==> src/flux_switch_params.svh <==
// Behaviour
// Quantize flux to 10 bits, store digitally
// Hysteresis from 4-bit converter, held fixed
// Hysteresis equals 5.0 mT both directions
// Classify trend against tracked extreme value
// Fall from peak by hysteresis: output on
// Rise from minimum by hysteresis: output off
// Output driver off at power-up
// Hold output until first minimum found
// Evaluate every sample, no chopper wait
// Short circuit: driver off 100 to 200 us
// Reversed field enters factory test sequence
// On sinks line low, off releases it
`ifndef FLUX_SWITCH_PARAMS_SVH
`define FLUX_SWITCH_PARAMS_SVH
`define FLUX_WIDTH        10
`define HYST_WIDTH        4
`define HYST_UT           5000
`define HYST_UT_PER_LSB   1000
`define HYST_DEFAULT_CODE 4'h5
`define CLK_MHZ           250
`define FAULT_MIN_US      100
`define FAULT_MAX_US      200
`define FAULT_CYCLES      ((`FAULT_MIN_US + `FAULT_MAX_US) / 2 * `CLK_MHZ)
`define FAULT_CNT_WIDTH   16
`define DRIVE_SETTLE      2'h3
`define TEST_POLARITY_CYCLES 16'h0010
`endif

==> src/flux_switch_pkg.sv <==
package flux_switch_pkg;
    typedef enum {SEEK_MIN, TRACK_RISE, TRACK_FALL} trend_t;
    typedef struct packed {
        logic       valid;
        logic [9:0] flux;
        logic       northPole;
    } sample_t;
endpackage

==> src/fault_timer.sv <==
`timescale 1ns/100ps
`default_nettype none
`include "flux_switch_params.svh"
module fault_timer #(
    parameter int unsigned CYCLES = `FAULT_CYCLES
) (
    input  wire logic clk,
    input  wire logic rst,
    input  wire logic shortSeen,
    output logic      shutdown
);
    logic [`FAULT_CNT_WIDTH-1:0] count;

    // ****************************************
    // Shutdown interval
    // ****************************************
    // Midpoint of window keeps margin both ways
    always_ff @(posedge clk) begin
        if (rst) begin
            count <= '0;
        end else if (count != '0) begin
            count <= count - 1'b1;
        end else if (shortSeen) begin
            count <= CYCLES[`FAULT_CNT_WIDTH-1:0];
        end
    end
    assign shutdown = (count != '0);
endmodule
`default_nettype wire

==> src/flux_peak_valley_switch.sv <==
`timescale 1ns/100ps
`default_nettype none
`include "flux_switch_params.svh"
module flux_peak_valley_switch
    import flux_switch_pkg::*;
#(
    parameter int unsigned FAULT_CYCLES = `FAULT_CYCLES
) (
    input  wire logic                   clk,
    input  wire logic                   rst,
    input  wire sample_t                sample,
    input  wire logic [`HYST_WIDTH-1:0] hystCode,
    input  wire logic                   lineIn,
    output logic                        lineOut,
    output logic                        lineOe_n,
    output logic                        switchOn,
    output logic                        testMode,
    output logic                        shortFault
);
    // ****************************************
    // State and decisions
    // ****************************************
    logic [2:0]             lineSync;
    logic                   lineHigh;
    logic [1:0]             driveAge;
    logic                   driving;
    logic                   shortNow;
    logic                   shutdown;
    logic [`HYST_WIDTH-1:0] hyst;
    logic                   hystLoaded;
    logic [15:0]            northCount;
    logic                   northRun;
    trend_t                 trend;
    logic [`FLUX_WIDTH-1:0] extreme;
    logic                   driveOn;
    logic                   accept;
    logic                   newLow;
    logic                   newHigh;
    logic                   valleyAdvance;
    logic                   peakRetreat;

    // ****************************************
    // Shared arithmetic
    // ****************************************
    // Extra top bit keeps a code near full scale from wrapping
    function automatic logic beyond(input logic [`FLUX_WIDTH-1:0] a,
                                    input logic [`FLUX_WIDTH-1:0] b,
                                    input logic [`HYST_WIDTH-1:0] h);
        beyond = ({1'b0, a} >= ({1'b0, b} + {7'h00, h}));
    endfunction

    // ****************************************
    // Pin synchroniser
    // ****************************************
    always_ff @(posedge clk) begin
        if (rst) begin
            lineSync <= 3'h7;
        end else begin
            lineSync <= {lineSync[1:0], lineIn};
        end
    end

    // A high level counts only once the last two stages are both high
    assign lineHigh = lineSync[2] && lineSync[1];

    // ****************************************
    // Short detection
    // ****************************************
    assign driving = driveOn && !shutdown;

    // The stages still hold the released level for a few edges after the
    // sink turns on; judging earlier would trip on every turn-on
    always_ff @(posedge clk) begin
        if (rst) begin
            driveAge <= 2'h0;
        end else if (!driving) begin
            driveAge <= 2'h0;
        end else if (driveAge != `DRIVE_SETTLE) begin
            driveAge <= driveAge + 2'h1;
        end
    end

    // Sinking while the line still reads high means a short to supply
    assign shortNow = driving && (driveAge == `DRIVE_SETTLE) && lineHigh;

    fault_timer #(.CYCLES(FAULT_CYCLES)) uFault (
        .clk      (clk),
        .rst      (rst),
        .shortSeen(shortNow),
        .shutdown (shutdown)
    );

    // ****************************************
    // Hysteresis capture
    // ****************************************
    // Sampled once after reset so a noisy trim cannot move thresholds
    always_ff @(posedge clk) begin
        if (rst) begin
            hyst <= `HYST_DEFAULT_CODE;
        end else if (!hystLoaded) begin
            hyst <= hystCode;
        end
    end

    always_ff @(posedge clk) begin
        if (rst) begin
            hystLoaded <= 1'b0;
        end else begin
            hystLoaded <= 1'b1;
        end
    end

    // ****************************************
    // Factory test entry
    // ****************************************
    assign northRun = (northCount == `TEST_POLARITY_CYCLES);

    always_ff @(posedge clk) begin
        if (rst) begin
            northCount <= 16'h0000;
        end else if (sample.valid) begin
            if (!sample.northPole) begin
                northCount <= 16'h0000;
            end else if (!northRun) begin
                northCount <= northCount + 16'h0001;
            end
        end
    end

    // Sticky: only a reset leaves the test sequence
    always_ff @(posedge clk) begin
        if (rst) begin
            testMode <= 1'b0;
        end else if (sample.valid && sample.northPole && northRun) begin
            testMode <= 1'b1;
        end
    end

    // ****************************************
    // Sample judgement
    // ****************************************
    // Every valid sample outside test mode, once hystLoaded is set, is judged at once; no chop phase to wait on
    assign accept = sample.valid && hystLoaded && !testMode;

    always_comb begin
        newLow        = 1'b0;
        newHigh       = 1'b0;
        valleyAdvance = 1'b0;
        peakRetreat   = 1'b0;
        if (accept) begin
            newLow        = (sample.flux < extreme);
            newHigh       = (sample.flux > extreme);
            valleyAdvance = beyond(sample.flux, extreme, hyst);
            peakRetreat   = beyond(extreme, sample.flux, hyst);
        end
    end

    // ****************************************
    // Trend state
    // ****************************************
    always_ff @(posedge clk) begin
        if (rst) begin
            trend <= SEEK_MIN;
        end else if (accept) begin
            case (trend)
                SEEK_MIN: begin
                    if (valleyAdvance) begin
                        trend <= TRACK_RISE;
                    end
                end
                TRACK_RISE: begin
                    if (peakRetreat) begin
                        trend <= TRACK_FALL;
                    end
                end
                TRACK_FALL: begin
                    if (valleyAdvance) begin
                        trend <= TRACK_RISE;
                    end
                end
                default: begin
                    trend <= SEEK_MIN;
                end
            endcase
        end
    end

    // ****************************************
    // Tracked extreme
    // ****************************************
    // Starts at full scale so any first sample below full scale is a new low
    always_ff @(posedge clk) begin
        if (rst) begin
            extreme <= '1;
        end else if (accept) begin
            case (trend)
                SEEK_MIN, TRACK_FALL: begin
                    if (newLow || valleyAdvance) begin
                        extreme <= sample.flux;
                    end
                end
                TRACK_RISE: begin
                    if (newHigh || peakRetreat) begin
                        extreme <= sample.flux;
                    end
                end
                default: begin
                    extreme <= '1;
                end
            endcase
        end
    end

    // ****************************************
    // Output state
    // ****************************************
    // Nothing switches before the first valley is found
    always_ff @(posedge clk) begin
        if (rst) begin
            driveOn <= 1'b0;
        end else if (accept) begin
            case (trend)
                TRACK_RISE: begin
                    if (peakRetreat) begin
                        driveOn <= 1'b1;
                    end
                end
                TRACK_FALL: begin
                    if (valleyAdvance) begin
                        driveOn <= 1'b0;
                    end
                end
                default: begin
                    driveOn <= driveOn;
                end
            endcase
        end
    end

    // ****************************************
    // Open-drain driver
    // ****************************************
    // Data stays low; the enable alone moves the pin
    assign lineOut    = 1'b0;
    assign lineOe_n   = !driving;
    assign switchOn   = driveOn;
    assign shortFault = shutdown;
endmodule
`default_nettype wire

==> config.mk <==
export PLATFORM = sky130hd
export DESIGN_NAME = flux_peak_valley_switch
export DESIGN_NICKNAME = d
export VERILOG_FILES = /design/src/flux_switch_pkg.sv /design/src/fault_timer.sv /design/src/flux_peak_valley_switch.sv
export VERILOG_INCLUDE_DIRS = /design/src
export SDC_FILE = /design/constraint.sdc
export NUM_CORES = 1
export LEC_CHECK = 0
export BUFFER_PORTS_ARGS = -buffer_cell sky130_fd_sc_hd__clkbuf_2
export CORE_ASPECT_RATIO = 0.8
export CORE_MARGIN = 5
export CORE_UTILIZATION = 55
export DETAILED_ROUTE_END_ITERATION = 8
export PLACE_DENSITY = 0.78
export REMOVE_ABC_BUFFERS = 1
export SYNTH_ARGS = -nofsm -noshare
export SYNTH_HDL_FRONTEND = slang
export SYNTH_SLANG_ARGS = --single-unit
==> constraint.sdc <==
create_clock -name clk -period 3.9 [get_ports clk]
set_input_delay 1.17 -clock clk [delete_from_list [all_inputs] [get_ports clk]]
set_output_delay 1.17 -clock clk [all_outputs]
set_load 0.1 [all_outputs]
==> key figures, run 1 <==
Outcome
  – Outcome: finished, final reports clean

Critical path
  – Worst r2r src: extreme[0]
  – Worst r2r path cells: 16
  – Critical path buffers and inverters: 3
  – R2r endpoint: extreme[3]
  – Critical Path AT: 3.98 ns
  – Critical path cell sequence: buf_6, ha_4, inv_2, fa_2, nor2b_2, o31a_1, nand2_1, xor2_1, ha_1, a211oi_2, nand3_1, a311oi_2, nor2_1, o2bb2ai_2, buf_6, mux2i_1
  – Slowest-stage cell, CP: fa_2
  – CP max stage delay: slightly below 0.4 ns
  – CP endpoint kind: flop
  – Crit path kind: in2reg
  – Crit path required time: 4.13 ns
  – Reg2reg setup slack: 0.38 ns
  – Cell count along the critical path: 16
  – Crit path to: extreme[3]
  – Most used cell, CP: buf_6
  – CP Launch Type: primary input
  – Worst path top cell family by delay: compound AO/OA/AOI/OAI gates
  – CP Max Fanout: 5
  – Crit path from: sample[1]

Floorplanning
  – Die ar.: 8147 um^2
  – Initial Utilization: 0.5607
  – Site Rows: 26
  – Die extent in y: 81.74 um
  – Core area: 6311 um^2
  – Chip width: 99.68 um
  – Top-Level Pins: 24

Timing
  – Post-route setup TNS: 0 ns
  – Setup violations, final: 0
  – Slew Limit Headroom: 0.2503
  – RSZ-0062 raised after global routing: no
  – Tcrit/Tclk final: 0.9611
  – Tmin final: 3.748 ns
  – Slew Limit Fails: 0
  – Worst clock skew: 0.003139 ns
  – Slew @ Worst Pin: 1.117 ns
  – Fmax achieved: 266.8 MHz
  – Fin. Hold Viols: 0
  – Final worst setup slack: around 0.15 ns

Finish
  – Area Overhead vs Synth: 12.73%
  – Share of post-route cells with drive strength above 1: 0.1466
  – Diode count: 0
  – Final cell count without fillers: 541
  – Nets: 520

Logic synthesis
  – Synth cell types: 53
  – EDFF count, synth: 0
  – Synth area leaders: dfxtp_1, ha_1, nor2_1
  – Synth Cell Area: 3538 um^2
  – Yosys warning total: 0
  – Top-count cell post-synth: nor2_1
  – Commonest cells post-synth: nor2_1, dfxtp_1, ha_1
  – Mapped Cells: 419
  – Synth Flop Type: dfxtp_1
  – Seq/Total Area, Yosys: 0.3168
  – Syn Area/Cell: 8.445 um^2
  – Async SR Flop Fraction: 0
  – #FFs+latches synth: 56
  – Synth top area share: 0.3168
  – Largest area contributor in the netlist: dfxtp_1

Job
  – Max-cap violation count: 0

Placed design
  – Placed cell count: 532
  – Dpl hpwl: 5.819 mm
  – Gpl congestion: just under 0.9
  – Worst slack, placed: -0.3370 ns
  – Port bufs: 22

Routing
  – 1st-iter DRT viols: 71
  – Routed vias/inst: approximately 5.5
  – DRC viols: 0
  – ANT nets after route: 0
  – Vias: 2,979
  – Drt pass-1 iters: 4
  – WL/cell: 13.90 um
  – Routed WL: 7.518 mm

Clock tree
  – CTS tree: yes
  – Clock latency on the worst-skew pair: ~0.30 ns
  – TritonCTS Buffers: 5
  – Bufs on Longest Clock Path: 2
  – Clk Tree Root Cell: clkbuf_8
  – Maximum level of the CTS H-tree: 2
  – Clock sinks: 56
  – Worst-path clk slew: 0.09 ns

Global route
  – Number of global-route vias before repair: 2,947
  – Global-route wire length before repair: 13.01 mm
  – Antenna violations before repair: 0
  – Gr usage total: 0.1938
  – Largest net degree at the start of global routing: 32
  – Grt ovf: 0

Pwr
  – Worst vdd ir: 242.8 uV
  – P per Cell Area: 461.8 nW/um^2
  – LEAKAGE: 1.801 nW
  – Total power: 1.842 mW

Worst hold path
  – Hold Path Class: reg2reg
## per-stage QoR
| stage | hold slack [ns] | utilization | instance area, um^2 |
|---|---|---|---|
| after global placement | 0.4190 | 0.6063 | 3826 |
| after CTS | 0.4435 | 0.6195 | 3910 |
| after global routing | 0.4712 | 0.6320 | 3989 |
| after floorplan | 0.3895 | - | 3498 |
| after detailed placement | 0.4199 | 0.6063 | 3826 |
| final | 0.4374 | 0.6320 | 3989 |
## layout by cell type (no fill, tap or decap), types with 2 or more instances in the layout
| master | count |
|---|---|
| or2_2 | 3 |
| nor2b_1 | 3 |
| nor3_2 | 2 |
| o211ai_1 | 2 |
| nor2_1 | 68 |
| nor4b_1 | 3 |
| clkbuf_8 | 5 |
| dfxtp_1 | 56 |
| or3_1 | 5 |
| o21ai_0 | 15 |
| ha_1 | 41 |
| clkbuf_2 | 21 |
| a211oi_1 | 3 |
| inv_1 | 24 |
| buf_6 | 4 |
| a21o_1 | 5 |
| nor4_1 | 5 |
| nor3b_1 | 3 |
| a211o_1 | 2 |
| nand2b_1 | 4 |
| o21a_1 | 4 |
| a21oi_1 | 27 |
| buf_4 | 14 |
| nand3b_1 | 5 |
| nand2_1 | 28 |
| nand3_1 | 6 |
| mux2i_1 | 15 |
| and3_1 | 3 |
| nor3_1 | 6 |
| xor2_1 | 20 |
| xnor2_1 | 12 |
| o21ai_1 | 3 |
| nand4_1 | 8 |
## worst min path at each step
stage,startpoint,end,slack [ns],depth (start not counted)
2_1_floorplan,lineSync[0],lineSync[1],0.39,1
3_3_place_gp,lineSync[1],lineSync[2],0.42,1
3_5_place_dp,lineSync[0],lineSync[1],0.42,1
4_1_cts,lineSync[0],lineSync[1],0.44,1
5_1_grt,lineSync[0],lineSync[1],0.47,1
6_report,lineSync[0],lineSync[1],0.44,1
## final cells by class
type / instances / area (um^2)
Clock buffer: 6 / 72.57
Sequential cell: 56 / 1121
Clock inverter: 1 / 5.005
Tap cell: 84 / 105.1
Multi-Input combinational cell: 329 / 2332
Fill cell: 555 / 2322
Timing Repair Buffer: 39 / 255.2
Inverter: 26 / 97.59
## cells by family after synthesis
family	share of synthesized area
AOI/OAI and AO/OA	0.1333
xor gates and xnor gates	0.07921
adders and majority gates	0.1598
buffers and inverters	0.03889
DFF	0.3168
muxes	0.04243
other	0.001060
and+or+nand+nor	0.2284
## power by group
part / total (mW) / leakage, nW / internal (mW) / switching [mW]
Sequential: 0.743 / 0.458 / 0.658 / 0.0856
Combinational: 0.799 / 1.30 / 0.329 / 0.471
Clock: 0.299 / 0.0410 / 0.123 / 0.176
Total: 1.84 / 1.80 / 1.11 / 0.733
## registers in the layout, indices dropped and copies added (netlist names)
register / cells
driveAge: 2
northCount: 16
extreme: 10
switchOn: 1
hyst: 4
hystLoaded: 1
testMode: 1
lineSync: 3
uFault.count: 16
trend: 2
## metal layers
layer,global-route usage,up-vias,part of all wire
li1,-,1541,-
met1,0.2561,1369,0.48
met2,0.3342,63,0.47
met3,0.03650,6,0.047
met4,0.03683,0,0.0056
met5,0,-,0
## timing repair
item	in CTS	in global routing
cloned	0	0
pin swaps	0	10
buffers inserted	0	2
resized for setup	1	18
hold buffers	0	0
endpoints found under the setup margin	10	12
Power figures use the tool's default switching activity.
==> run 2: changes to the inputs <==
--- a/config.mk
+++ b/config.mk
@@ -7,12 +7,12 @@
 export NUM_CORES = 1
 export LEC_CHECK = 0
 export BUFFER_PORTS_ARGS = -buffer_cell sky130_fd_sc_hd__clkbuf_2
+export CAP_MARGIN = 10
 export CORE_ASPECT_RATIO = 0.8
 export CORE_MARGIN = 5
 export CORE_UTILIZATION = 55
 export DETAILED_ROUTE_END_ITERATION = 8
 export PLACE_DENSITY = 0.78
-export REMOVE_ABC_BUFFERS = 1
 export SYNTH_ARGS = -nofsm -noshare
 export SYNTH_HDL_FRONTEND = slang
 export SYNTH_SLANG_ARGS = --single-unit
==> constraint.sdc (replaced) <==
create_clock -name clk -period 3.9 [get_ports clk]
set_input_delay 0.195 -clock clk [delete_from_list [all_inputs] [get_ports clk]]
set_output_delay 0.195 -clock clk [all_outputs]
set_load 0.1 [all_outputs]
==> run 2 against run 1 <==
Die area did not move; via count fell by 0.27%; hold slack got worse by 0.38 ns; design area fell by 4.2%; maximum frequency rose by 6.4%; routed wire length fell by 0.70%; critical path depth fell by 1; cell count fell by 2.6%; clock skew rose by 0.0075 ns; critical path type is now reg2reg; largest power group unchanged.
==> key figures, run 2 (synthesis results as in run 1) <==
Timing
  – Slew @ Worst Pin: 1.055 ns (-0.06257 ns)
  – RSZ-0062 raised after global routing: no
  – Tcrit/Tclk final: 0.9032 (-0.05790)
  – Setup violations, final: 0 (unchanged)
  – Post-route setup TNS: 0 ns (unchanged)
  – Slew Limit Fails: 0 (unchanged)
  – Worst clock skew: 0.01059 ns (+0.007454 ns)
  – Slew Limit Headroom: 0.2923 (+0.04200)
  – Tmin final: 3.522 ns (-0.2258 ns)
  – Fmax achieved: 283.9 MHz (+6.4%)
  – Fin. Hold Viols: 0 (unchanged)

Global route
  – Number of global-route vias before repair: 2,871 (-2.6%)
  – Largest net degree at the start of global routing: 33 (+3.1%)
  – Global-route wire length before repair: 12.99 mm (-0.16%)
  – Grt ovf: 0 (unchanged)
  – Gr usage total: 0.1955 (+0.001687)
  – Antenna violations before repair: 0 (unchanged)

Clock tree
  – Clock sinks: 56 (unchanged)
  – Maximum level of the CTS H-tree: 2 (unchanged)
  – Resized cells post-CTS: 0 (-1)
  – Setup Fix Bufs, Post-CTS: 0 (unchanged)
  – Bufs on Longest Clock Path: 2 (unchanged)
  – CTS tree: yes
  – Worst-path clk slew: 0.11 ns (+0.02 ns)
  – Clk Tree Root Cell: clkbuf_8
  – Clock latency on the worst-skew pair: 0.31 ns (about the same)
  – # hold bufs at CTS: 0 (unchanged)
  – TritonCTS Buffers: 5 (unchanged)

Placed design
  – Gpl congestion: 0.9218 (+3.8%)
  – Dpl hpwl: 5.894 mm (+1.3%)
  – Placed cell area: 3729 um^2 (-2.6%)
  – Port bufs: 22 (unchanged)

Critical path
  – Most used cell, CP: ha_1
  – Reg2reg setup slack: 0.38 ns (about the same)
  – Critical Path AT: 3.77 ns (-0.21 ns)
  – Crit path kind: reg2reg
  – Worst path top cell family by delay: compound AO/OA/AOI/OAI gates
  – CP Launch Type: flop
  – Critical path buffers and inverters: 2 (-1)
  – Critical path cell sequence: ha_1, inv_1, fa_1, nor2b_1, o31a_1, nand2_1, xor2_1, ha_1, a211oi_1, nand3_1, a311oi_1, nor2_1, o2bb2ai_1, buf_4, mux2i_1
  – Worst r2r path cells: 15 (-1)
  – Worst r2r src: hyst[0]
  – CP Max Fanout: 10 (+5)
  – Slowest-stage cell, CP: fa_1
  – R2r endpoint: extreme[3]
  – CP endpoint kind: flop
  – Crit path required time: 4.14 ns (about the same)
  – CP max stage delay: 0.43 ns (+0.04 ns)

Logic synthesis
  – Syn Nets: 482

Routing
  – Routed vias/inst: 5.638 (+2.4%)
  – Drt pass-1 iters: 4 (unchanged)
  – Routed WL: 7.465 mm (-0.70%)
  – Vias: 2,971 (-0.27%)
  – WL/cell: 14.17 um (+1.9%)
  – DRC viols: 0 (unchanged)
  – 1st-iter DRT viols: 148 (+110%)
  – ANT nets after route: 0 (unchanged)

Finish
  – Layout fillers: 568 (+2.3%)
  – Design area: 3822 um^2 (-4.2%)
  – Share of post-route cells with drive strength above 1: 0.09932 (-0.04729)
  – Most frequent cells in the layout: nor2_1, dfxtp_1, ha_1, nand2_1, a21oi_1
  – Nets: 505 (-2.9%)
  – Area Overhead vs Synth: 8.027%
  – Top flop regs: northCount x16, uFault.count x16, extreme x10
  – Commonest non-fill, non-tap cell in the layout: nor2_1
  – Diode count: 0 (unchanged)

Floorplanning
  – Die extent in y: 81.74 um (unchanged)
  – Core area: 6311 um^2 (unchanged)
  – Initial Utilization: 0.5607 (unchanged)
  – Site Rows: 26 (unchanged)
  – Top-Level Pins: 24 (unchanged)
  – Die ar.: 8147 um^2 (unchanged)
  – Chip width: 99.68 um (unchanged)

Job
  – Max-cap violation count: 0 (unchanged)

Worst hold path
  – Min-delay src: lineIn
  – Hold Path Class: in2reg
  – Hold path endpoint: lineSync[0]
  – Worst Hold Depth: 2 (+1)

Pwr
  – P per Cell Area: 478.8 nW/um^2 (+3.7%)
  – LEAKAGE: 1.717 nW (-4.7%)
  – Worst vdd ir: 557.6 uV (+130%)

Outcome
  – Outcome: finished, final reports clean
==> run 2: cell count changes in the layout (fill, tap and decap cells not counted), sizes merged <==
cell,delta
clkinvlp,+1
inv,+1
buf,-16
==> run 2: where the power goes <==
group,leakage [nW],switching (mW),internal [mW]
clock network,0.0445,0.195,0.128
registers,0.458,0.0840,0.658
logic,1.21,0.463,0.302
total,1.72,0.742,1.09
==> run 2: how the worst max path moves through the flow <==
stage | start | end | slack (ns) | cells past startpoint
2_1_floorplan | extreme[0] | extreme[0] | 0.82 | 16
3_3_place_gp | extreme[0] | extreme[0] | 0.58 | 16
3_5_place_dp | extreme[0] | extreme[3] | 0.39 | 16
4_1_cts | extreme[0] | extreme[3] | 0.35 | 16
5_1_grt | extreme[0] | extreme[3] | 0.07 | 16
6_report | hyst[0] | extreme[3] | 0.38 | 15
==> run 2: final cells by class <==
type | instances | area, um^2 | share of cell area
Clock buffer | 5 | 68.82 | 0.01800
Clock inverter | 3 | 21.27 | 0.005565
Inverter | 26 | 97.59 | 0.02553
Multi-Input combinational cell | 329 | 2283 | 0.5974
Sequential cell | 56 | 1121 | 0.2933
Tap cell | 84 | 105.1 | 0.02750
Timing Repair Buffer | 24 | 125.1 | 0.03273
==> run 2: stage by stage <==
stage | power [mW] | worst slack [ns] | hold slack, ns | utilization | std cells
final | 1.830 | 0.3776 | 0.05449 | 0.6057 | 527
after global routing | 1.989 | 0.06776 | 0.04616 | 0.6057 | 527
after CTS | 1.842 | 0.3535 | 0.05027 | 0.6051 | 527
after detailed placement | 1.517 | 0.3854 | 0.3817 | 0.5908 | 519
after global placement | 1.479 | 0.5823 | 0.3792 | 0.5908 | 519
after floorplan | 1.357 | 0.8194 | 0.2988 | - | 419
==> run 2: metal layers <==
layer,vias to the layer above,part of all wire,GRT usage
met5,-,0,0
met4,0,0.019,0.06139
met3,15,0.064,0.03396
met2,91,0.45,0.3349
met1,1352,0.47,0.2522
li1,1513,-,-
